--- config.mk ---
export PLATFORM = sky130hd
export DESIGN_NAME = added_instr_exec
export DESIGN_NICKNAME = d
export VERILOG_FILES = /design/src/logic/added_exec_pkg.sv /design/src/logic/added_instr_exec.sv /design/src/logic/bank_store.sv
export SDC_FILE = /design/constraint.sdc
export NUM_CORES = 2
export LEC_CHECK = 0
export ABC_CLOCK_PERIOD_IN_PS = 31200
export BUFFER_PORTS_ARGS = -buffer_cell sky130_fd_sc_hd__buf_2
export CORE_MARGIN = 4
export CORE_UTILIZATION = 50
export CTS_CLUSTER_DIAMETER = 150
export DETAILED_ROUTE_END_ITERATION = 12
export PLACE_DENSITY_LB_ADDON = 0.3
export SYNTH_ARGS = -nofsm -noshare
export SYNTH_HDL_FRONTEND = slang
export SYNTH_HIERARCHICAL = 1
export SYNTH_SLANG_ARGS = --single-unit
--- constraint.sdc ---
create_clock -name clk_sys -period 31.2 [get_ports clk_sys]
set_input_delay 3.12 -clock clk_sys [delete_from_list [all_inputs] [get_ports clk_sys]]
set_output_delay 3.12 -clock clk_sys [all_outputs]
set_load 0.01 [all_outputs]
--- src/logic/added_exec_pkg.sv ---
// package: encodings, field sizes and carriers for the added-instruction executor
package added_exec_pkg;
    localparam int BANK_W      = 3;           // bank index width
    localparam int NUM_BANKS   = 8;           // one bank per index value
    localparam int SFR_AW      = 8;           // special function register address width
    localparam int BIT_SEL_W   = 3;           // bit selector width
    localparam int WORD_W      = 16;          // core word width
    localparam int ADDR_W      = 20;          // physical address width
    localparam int SEG_SHIFT   = 4;           // segment to physical shift
    localparam logic [2:0] RESET_BANK = 3'h7; // bank active after reset
    localparam logic [15:0] RESET_WORD = 16'h0000;
    localparam int IO_BRK_BIT  = 1;           // position of io break flag in status word

    // operation decoded by the upstream instruction decoder
    typedef enum logic [3:0] {
        OP_NONE, OP_BIT_TEST_CLEAR, OP_BANK_RETURN, OP_EOI_NOTICE, OP_DEEP_STANDBY,
        OP_BANK_SWITCH_CALL, OP_TASK_SWITCH, OP_STACK_COPY_IN, OP_STACK_COPY_OUT,
        OP_IO, OP_FLOAT_ESCAPE
    } added_op_e;

    // one issued instruction
    typedef struct packed {
        added_op_e        op;
        logic [7:0]       sfr_addr;
        logic [2:0]       bit_selector;
        logic [7:0]       disp;     // signed short displacement
        logic [15:0]      reg_operand;
        logic [15:0]      next_pc;  // pc at end of instruction
        logic [15:0]      cur_ps;
        logic [15:0]      cur_psw;
    } issue_s;

    // saved context of one register bank
    typedef struct packed {
        logic [15:0] program_segment;
        logic [15:0] vector_pc;
        logic [15:0] saved_pc;
        logic [15:0] saved_psw;
        logic [15:0] stack_segment;
        logic [15:0] stack_pointer_reg;
    } bank_ctx_s;

    // resulting control transfer
    typedef struct packed {
        logic        jump;
        logic [15:0] pc;
        logic [15:0] ps;
        logic        psw_load;
        logic [15:0] program_status_word;
    } redirect_s;
endpackage : added_exec_pkg

--- src/logic/added_instr_exec.sv ---
// executor for the added instructions: bit test branch, bank switching, traps
module added_instr_exec (
    // clock and reset
    input  wire logic                         clk_sys,
    input  wire logic                         rst,
    // instruction issue from decoder
    input  wire logic                         issue_valid,
    input  wire added_exec_pkg::issue_s       issue,
    // live stack values of the current bank
    input  wire logic [15:0]                  cur_stack_segment,
    input  wire logic [15:0]                  cur_stack_pointer_reg,
    // special function register access
    input  wire logic [7:0]                   sfr_rdata,
    output logic [7:0]                        sfr_addr,
    output logic [7:0]                        sfr_wdata,
    output logic                              sfr_we,
    // results
    output added_exec_pkg::redirect_s         redirect,
    output logic                              stack_load,
    output logic [15:0]                       stack_segment_out,
    output logic [15:0]                       stack_pointer_out,
    output logic [2:0]                        active_bank,
    output logic                              eoi_pulse,
    output logic                              io_trap,
    output logic                              float_trap,
    output logic                              deep_standby,
    output logic                              done
);
    ////////////////////////////////////////////////////////////////////////////
    // state
    // three phases: wait for issue, sfr read, finish and report
    typedef enum logic [1:0] {IDLE, SFR_READ, FINISH} exec_state_e;
    exec_state_e state_q;       // sequencing state
    exec_state_e state_d;
    added_exec_pkg::issue_s issue_q;   // latched instruction
    logic [2:0] bank_q;                // active bank
    logic [2:0] prev_bank_q;           // bank before the latest switch
    // special function register address and write data, held between instructions; the write strobe is a one-cycle pulse
    logic [7:0] sfr_addr_q;
    logic [7:0] sfr_wdata_q;
    logic sfr_we_q;
    // control transfer and stack results
    added_exec_pkg::redirect_s redirect_q;
    logic stack_load_q;
    logic [15:0] ss_out_q;
    logic [15:0] sp_out_q;
    // one-cycle event pulses and the sticky standby level
    logic eoi_q;
    logic io_trap_q;
    logic float_trap_q;
    logic standby_q;
    logic done_q;

    ////////////////////////////////////////////////////////////////////////////
    // bank store wiring
    // write port from the save and copy-out logic, read port from decode
    logic bs_wr_en;
    logic [2:0] bs_wr_idx;
    added_exec_pkg::bank_ctx_s bs_wr_data;
    logic [2:0] bs_rd_idx;
    added_exec_pkg::bank_ctx_s bs_rd;

    // context storage; vector pc entries read as zero after reset
    bank_store #(.NB(added_exec_pkg::NUM_BANKS)) u_banks (
        .clk_sys (clk_sys),
        .rst     (rst),
        .wr_en   (bs_wr_en),
        .wr_idx  (bs_wr_idx),
        .wr_data (bs_wr_data),
        .rd_idx  (bs_rd_idx),
        .rd_data (bs_rd)
    );

    ////////////////////////////////////////////////////////////////////////////
    // decode
    // the latched op drives the decodes here; only the next state decodes the live issue.op
    wire accept = issue_valid && (state_q == IDLE);
    wire added_exec_pkg::added_op_e op = issue_q.op;
    // operand low bits pick the bank; all 8 codes are valid
    wire [2:0] operand_bank = issue_q.reg_operand[added_exec_pkg::BANK_W-1:0];
    wire is_call = (op == added_exec_pkg::OP_BANK_SWITCH_CALL);
    wire is_task = (op == added_exec_pkg::OP_TASK_SWITCH);
    wire is_ret = (op == added_exec_pkg::OP_BANK_RETURN);
    wire is_cin = (op == added_exec_pkg::OP_STACK_COPY_IN);
    wire is_cout = (op == added_exec_pkg::OP_STACK_COPY_OUT);
    // copy-in and bank return read the bank before the switch
    // call, task and copy-out read the operand bank; the read port is idle
    // otherwise, so copy-out can keep the fields it does not own
    assign bs_rd_idx = (is_cin || is_ret) ? prev_bank_q :
                       (is_call || is_task || is_cout) ? operand_bank : bank_q;
    // selected bit test
    wire bit_set = sfr_rdata[issue_q.bit_selector];
    // short target: sign-extend and add to end-of-instruction pc
    wire [15:0] disp_ext = {{8{issue_q.disp[7]}}, issue_q.disp};
    wire [15:0] short_target = issue_q.next_pc + disp_ext;
    // io break flag zero blocks io
    wire io_brk = issue_q.cur_psw[added_exec_pkg::IO_BRK_BIT];
    // copy-out stores current stack into operand bank; call/task save current
    wire save_cur = is_call || is_task;

    ////////////////////////////////////////////////////////////////////////////
    // bank store write: save current context or stack copy-out
    always_comb begin
        // defaults: no write, harmless index and data
        bs_wr_en = 1'b0;
        bs_wr_idx = bank_q;
        bs_wr_data = bs_rd;
        if (state_q == FINISH && save_cur) begin
            // remember return point in the bank being left (used by bank return)
            bs_wr_en = 1'b1;
            bs_wr_idx = bank_q;
            bs_wr_data = '0;
            bs_wr_data.program_segment = issue_q.cur_ps;
            bs_wr_data.saved_pc = issue_q.next_pc;
            bs_wr_data.saved_psw = issue_q.cur_psw;
            bs_wr_data.stack_segment = cur_stack_segment;
            bs_wr_data.stack_pointer_reg = cur_stack_pointer_reg;
        end else if (state_q == FINISH && is_cout) begin
            // read-modify-write through the shared read port: only the
            // stack fields change, the bank's vector and saved pc survive
            bs_wr_en = 1'b1;
            bs_wr_idx = operand_bank;
            bs_wr_data = bs_rd;
            bs_wr_data.stack_segment = cur_stack_segment;
            bs_wr_data.stack_pointer_reg = cur_stack_pointer_reg;
        end
    end

    ////////////////////////////////////////////////////////////////////////////
    // next state
    // bit test spends one cycle reading the sfr; the rest finish at once
    // issue_valid outside IDLE is dropped: the core must hold and re-present
    always_comb begin
        state_d = state_q;
        unique case (state_q)
            IDLE: begin
                if (accept) begin
                    state_d = (issue.op == added_exec_pkg::OP_BIT_TEST_CLEAR) ? SFR_READ : FINISH;
                end
            end
            SFR_READ: state_d = FINISH;
            FINISH: state_d = IDLE;
        endcase
    end

    ////////////////////////////////////////////////////////////////////////////
    // sequencer and latched instruction
    // fields are latched at accept so the core may change issue afterwards
    always_ff @(posedge clk_sys or posedge rst) begin
        if (rst) begin
            state_q <= IDLE;
            issue_q <= '0;
        end else begin
            state_q <= state_d;
            if (accept) begin
                issue_q <= issue;
            end
        end
    end

    ////////////////////////////////////////////////////////////////////////////
    // bank tracking
    // only call, task switch and bank return move the active bank
    // prev bank is swapped on return so a second return goes back again
    always_ff @(posedge clk_sys or posedge rst) begin
        if (rst) begin
            bank_q <= added_exec_pkg::RESET_BANK;
            prev_bank_q <= added_exec_pkg::RESET_BANK;
        end else if (state_q == FINISH && save_cur) begin
            bank_q <= operand_bank;
            prev_bank_q <= bank_q;
        end else if (state_q == FINISH && is_ret) begin
            bank_q <= prev_bank_q;
            prev_bank_q <= bank_q;
        end
    end

    ////////////////////////////////////////////////////////////////////////////
    // special function register bit test and clear
    // write strobe is a single pulse; address stays for the read data
    always_ff @(posedge clk_sys or posedge rst) begin
        if (rst) begin
            sfr_addr_q <= 8'h00;
            sfr_wdata_q <= 8'h00;
            sfr_we_q <= 1'b0;
        end else begin
            sfr_we_q <= 1'b0;
            if (accept) begin
                // address taken with the instruction, read data follows
                sfr_addr_q <= issue.sfr_addr;
            end
            if (state_q == SFR_READ && bit_set) begin
                // clear only the selected bit
                sfr_wdata_q <= sfr_rdata & ~(8'h01 << issue_q.bit_selector);
                sfr_we_q <= 1'b1;
            end
        end
    end

    ////////////////////////////////////////////////////////////////////////////
    // control transfer, status word and stack results
    // jump and psw_load are pulses; pc, ps and stack words hold
    always_ff @(posedge clk_sys or posedge rst) begin
        if (rst) begin
            redirect_q <= '0;
            stack_load_q <= 1'b0;
            ss_out_q <= added_exec_pkg::RESET_WORD;
            sp_out_q <= added_exec_pkg::RESET_WORD;
        end else begin
            redirect_q.jump <= 1'b0;
            redirect_q.psw_load <= 1'b0;
            stack_load_q <= 1'b0;
            if (state_q == SFR_READ) begin
                // taken only if set; psw never loaded here
                redirect_q.jump <= bit_set;
                redirect_q.pc <= short_target;
                redirect_q.ps <= issue_q.cur_ps;
            end else if (state_q == FINISH && is_call) begin
                // new bank's vector entry and its stored segment
                redirect_q.jump <= 1'b1;
                redirect_q.pc <= bs_rd.vector_pc;
                redirect_q.ps <= bs_rd.program_segment;
            end else if (state_q == FINISH && is_task) begin
                // resume where the new bank last left off
                redirect_q.jump <= 1'b1;
                redirect_q.pc <= bs_rd.saved_pc;
                redirect_q.ps <= bs_rd.program_segment;
            end else if (state_q == FINISH && is_ret) begin
                // context saved in the bank being returned to
                redirect_q.jump <= 1'b1;
                redirect_q.psw_load <= 1'b1;
                redirect_q.pc <= bs_rd.saved_pc;
                redirect_q.ps <= bs_rd.program_segment;
                redirect_q.program_status_word <= bs_rd.saved_psw;
            end else if (state_q == FINISH && is_cin) begin
                // stack words of the bank left by the latest switch
                stack_load_q <= 1'b1;
                ss_out_q <= bs_rd.stack_segment;
                sp_out_q <= bs_rd.stack_pointer_reg;
            end
        end
    end

    ////////////////////////////////////////////////////////////////////////////
    // events: end notice, traps, standby, completion
    // the core decides which interrupt a trap raises; only the cause is flagged
    always_ff @(posedge clk_sys or posedge rst) begin
        if (rst) begin
            eoi_q <= 1'b0;
            io_trap_q <= 1'b0;
            float_trap_q <= 1'b0;
            standby_q <= 1'b0;
            done_q <= 1'b0;
        end else begin
            // end notice reaches the interrupt controller for one cycle
            eoi_q <= (state_q == FINISH) && (op == added_exec_pkg::OP_EOI_NOTICE);
            // io is suppressed while the break flag is clear; core takes the interrupt instead
            io_trap_q <= (state_q == FINISH) && (op == added_exec_pkg::OP_IO) && !io_brk;
            float_trap_q <= (state_q == FINISH) && (op == added_exec_pkg::OP_FLOAT_ESCAPE);
            // done closes every instruction, trapped or not
            done_q <= (state_q == FINISH);
            // standby is held until the core is reset
            if (state_q == FINISH && op == added_exec_pkg::OP_DEEP_STANDBY) begin
                standby_q <= 1'b1;
            end
        end
    end

    ////////////////////////////////////////////////////////////////////////////
    // outputs straight from flip-flops
    // no combinational path from issue back to the core
    assign sfr_addr = sfr_addr_q;
    assign sfr_wdata = sfr_wdata_q;
    assign sfr_we = sfr_we_q;
    assign redirect = redirect_q;
    assign stack_load = stack_load_q;
    assign stack_segment_out = ss_out_q;
    assign stack_pointer_out = sp_out_q;
    assign active_bank = bank_q;
    assign eoi_pulse = eoi_q;
    assign io_trap = io_trap_q;
    assign float_trap = float_trap_q;
    assign deep_standby = standby_q;
    assign done = done_q;
endmodule : added_instr_exec

--- src/logic/bank_store.sv ---
// register bank context storage, one entry per bank index
module bank_store #(
    parameter int NB = added_exec_pkg::NUM_BANKS
) (
    // clock and reset
    input  wire logic                              clk_sys,
    input  wire logic                              rst,
    // write port
    input  wire logic                              wr_en,
    input  wire logic [added_exec_pkg::BANK_W-1:0] wr_idx,
    input  wire added_exec_pkg::bank_ctx_s         wr_data,
    // read port
    input  wire logic [added_exec_pkg::BANK_W-1:0] rd_idx,
    output added_exec_pkg::bank_ctx_s              rd_data
);
    // flip-flop array, every index maps to exactly one entry
    added_exec_pkg::bank_ctx_s mem_q [NB];

    assign rd_data = mem_q[rd_idx];

    // single write port keeps one driver per entry
    always_ff @(posedge clk_sys or posedge rst) begin
        if (rst) begin
            for (int i = 0; i < NB; i++) begin
                mem_q[i] <= '0;
            end
        end else if (wr_en) begin
            mem_q[wr_idx] <= wr_data;
        end
    end
endmodule : bank_store

==> out/results.ini <==
[logic_synthesis]
ys_types = 57
synth_simple_gate_area_frac = 0.0259
synth_top_cell_area_share = 0.539
syn_nets = 2962
ys_ff_latch = 947
synth_flop_cell = dfrtp_1
synth_area_per_cell_sq_um = 15.5
syn-cell-area_sq_um = 43700
synth_top_cells_by_area = dfrtp_1 54%, mux2_2 26%, mux4_2 10%, nand2_1 1.3%, buf_2 1.1%
synthCells = 2813
synthAdderAreaFrac = 0.00561
synth_top_family_by_area = multiplexers
synth_mux_area_frac = 0.379
synth-xor-area-share = 0.00261
synth_enable_flop_cells = 0
synth_top_cell_by_area = dfrtp_1
synthArstFlopShare = 1.00
yosysSeqAreaShare = 0.543
synth_compound_area_frac = 0.0160
synth_warnings = 6

[sta]
timing.final.max_slew_violations = 0
fmaxAchievable_mhz = 170
rsz0062_at_grt = no
min_period_ns = 5.87
setup_tns_ns = 0
clock_skew_ns = 0.0312
period_share = 0.188
setup_ws_ns = 25.33
tightest_slew_ns = 1.15
hold_viol_final = 0
relSlewSlack = 0.231
finalSetupViolations = 0

[setup_path]
required_ns = 31.89
worst-path-buf-inv = 5
cpMaxStageDelayCell = buf_4
crit_type = primary input to asynchronous set/reset pin
start_kind = primary input
arrival_ns = 6.56
cp_max_fo = 129
slowest_delay_ns = 0.86
path_cells = buf_2 -> inv_8 -> buf_4 -> buf_4 -> buf_4
worst_setup_path_end_kind = asynchronous set/reset pin
crit_family = buffers and inverters
critical_path.most_common_cell = buf_4

[route]
drc = 0
wl_per_cell_microns = 24.2
vias = 24600
drt_iter0_drc = 1291
dr.pass1.iters = 5
vias_per_cell = 5.82
ant_nets = 0
wl_microns = 102000

[placed_design]
portBuffers = 224
place_congestion = 0.768
post-place-ws_ns = 24.53
dp.cells = 4050
dp_hpwl_microns = 61300

[cells_and_area]
fillers = 6745
post-route-util = 0.564
multi_input_area_sq_um = 18900
drive_above_1_share = 0.551
mostFrequentLayoutCell = mux2_2
nets = 3143
syn_to_final_growth_pct = 12.0
most-common-layout-cells = 1005 x mux2_2, 941 x dfrtp_1, 224 x buf_2
layout.area.seq_sq_um = 23700
final_cell_count_no_fill = 4229
antenna-diode-count = 0

[global_routing]
grt_pass1_wl_microns = 160000
grt_usage = 0.224
grt_overflow = 0
grt_pass1_vias = 27400
grt_antenna_before_repair = 1
grt_start_max_net_pins = 130

[clock_network]
cts_resized = 0
cts-buffers-inserted = 97
cts_sinks = 947
clkLatencyLatePin_ns = 0.66
clk_pin_slew_worst_paths_ns = 0.06
cts_max_level = 3
ctsHoldBuffers = 0
cts_setup_buffers = 0
tritoncts = built
root_buffer = clkbuf_16
cts_buffer_depth = 3

[floorplanning]
start_util = 0.503
die_h_microns = 304
die_x_microns = 304
die_area_sq_um = 92100
core-area_sq_um = 86800
rows = 108
io_pins = 238

[worst_hold_path]
hold_path.class = flip-flop to flip-flop

[power_and_ir_drop]
power.density_nw_per_um2 = 103
p_leak_nw = 23.3
irDropWorstVdd_mv = 0.104

[flow_run]
max_cap_viol_count = 0

[outcome]
status = complete, no violations

[power breakdown]
| group | internal [mW] | leakage, nW | switching, mW |
|---|---|---|---|
| registers | 1.55 | 12.6 | 0.205 |
| clock network | 0.724 | 1.66 | 0.484 |
| logic | 1.00 | 9.04 | 1.07 |
[registers in the layout, indices dropped and copies added, names as in the netlist, 2 cells and up]
name and count:
u_banks/mem_q 768, issue_q 53, redirect 50, stack_pointer_out 16, stack_segment_out 16, disp_ext 8
sfr_addr 8, sfr_wdata 8, op 4, active_bank 3, prev_bank_q 3, state_q 2
[per-stage QoR]
step | instance area (sq um) | power [mW] | hold slack, ns
floorplan | 43700 | 3.36 | 0.422
global placement | 45600 | 3.77 | 0.451
detailed placement | 45600 | 3.87 | 0.457
CTS | 48900 | 5.09 | 0.471
global route | 48900 | 5.33 | 0.487
finish | 48900 | 5.05 | 0.464
[cells in the mapped netlist (2+ instances only)]
| master | number |
|---|---|
| dfrtp_1 | 941 |
| mux2_1 | 5 |
| xnor2_1 | 10 |
| buf_6 | 25 |
| o22ai_1 | 2 |
| o221ai_1 | 2 |
| a21o_1 | 7 |
| mux4_2 | 194 |
| nor3_1 | 4 |
| nand4_1 | 3 |
| buf_2 | 97 |
| inv_2 | 2 |
| nand3_1 | 5 |
| nor2_1 | 23 |
| dfstp_2 | 6 |
| nand4b_1 | 3 |
| o211ai_1 | 2 |
| ha_1 | 18 |
| o21ai_0 | 51 |
| nand2_1 | 155 |
| inv_1 | 12 |
| or3_1 | 5 |
| o31ai_1 | 3 |
| nand2b_1 | 8 |
| buf_4 | 23 |
| nor2b_1 | 20 |
| a211oi_1 | 8 |
| mux2_2 | 1005 |
| mux2i_1 | 39 |
| nand3b_1 | 3 |
| clkbuf_1 | 42 |
| mux2_4 | 29 |
| xor2_1 | 3 |
| a31o_2 | 2 |
| a21oi_2 | 2 |
| nor4bb_1 | 3 |
| o21a_1 | 2 |
| a21oi_1 | 28 |
| buf_12 | 3 |
[worst register-to-register path: stages, from the launching register on]
cell     delay, ns
dfrtp_1       0.59
inv_1         0.16
or3_1         0.59
a21oi_4       0.70
buf_4         0.82
buf_4         0.96
mux4_2        0.67
mux2_2        0.31
mux2_2        0.33
mux2_2        0.29
[path summary, 6_finish.rpt]
| path | depth (start not counted) | start | slack, ns | end |
|---|---|---|---|---|
| max | 5 | rst | 25.33 | u_banks/mem_q[677]$_DFFE_PP0P_ |
| min | 2 | stack_pointer_out[12]$_DFFE_PP0P_ | 0.46 | stack_pointer_out[12]$_DFFE_PP0P_ |
| max reg2reg | 9 | op[1]$_DFFE_PP0P_ | 25.65 | u_banks/mem_q[344]$_DFFE_PP0P_ |
| min reg2reg | 2 | stack_pointer_out[12]$_DFFE_PP0P_ | 0.46 | stack_pointer_out[12]$_DFFE_PP0P_ |
| max in group clk_sys | 9 | op[1]$_DFFE_PP0P_ | 25.65 | u_banks/mem_q[344]$_DFFE_PP0P_ |
| min in group asynchronous | 2 | rst | 2.55 | redirect[15]$_DFFE_PP0P_ |
[cells by family (layout without fill, tap and decap cells)]
group | count (synthesis) | after routing
flip-flops | 947 | 947
XOR/XNOR | 13 | 13
multiplexers | 1272 | 1272
AND/OR/NAND/NOR | 241 | 241
AO/OA/AOI/OAI | 116 | 116
adder cells (fa/ha/maj) | 19 | 19
buffers and inverters | 205 | 466
[layout make-up]
cell class	instances	area share
clock buffer	136	0.0569
timing repair buffer	273	0.0304
multi-input combinational	1661	0.386
inverter	14	0.00138
sequential	947	0.484
tap	1155	0.0295
clock inverter	43	0.0116
[routing by layer]
layer	global-route usage	vias up	routed length, microns
met2	0.374	497	50600
met1	0.304	13300	44200
met4	0.0641	0	2670
met3	0.0413	167	4820
li1	-	10700	-
met5	0	-	0
No activity file was read; power rests on OpenSTA's default activity.
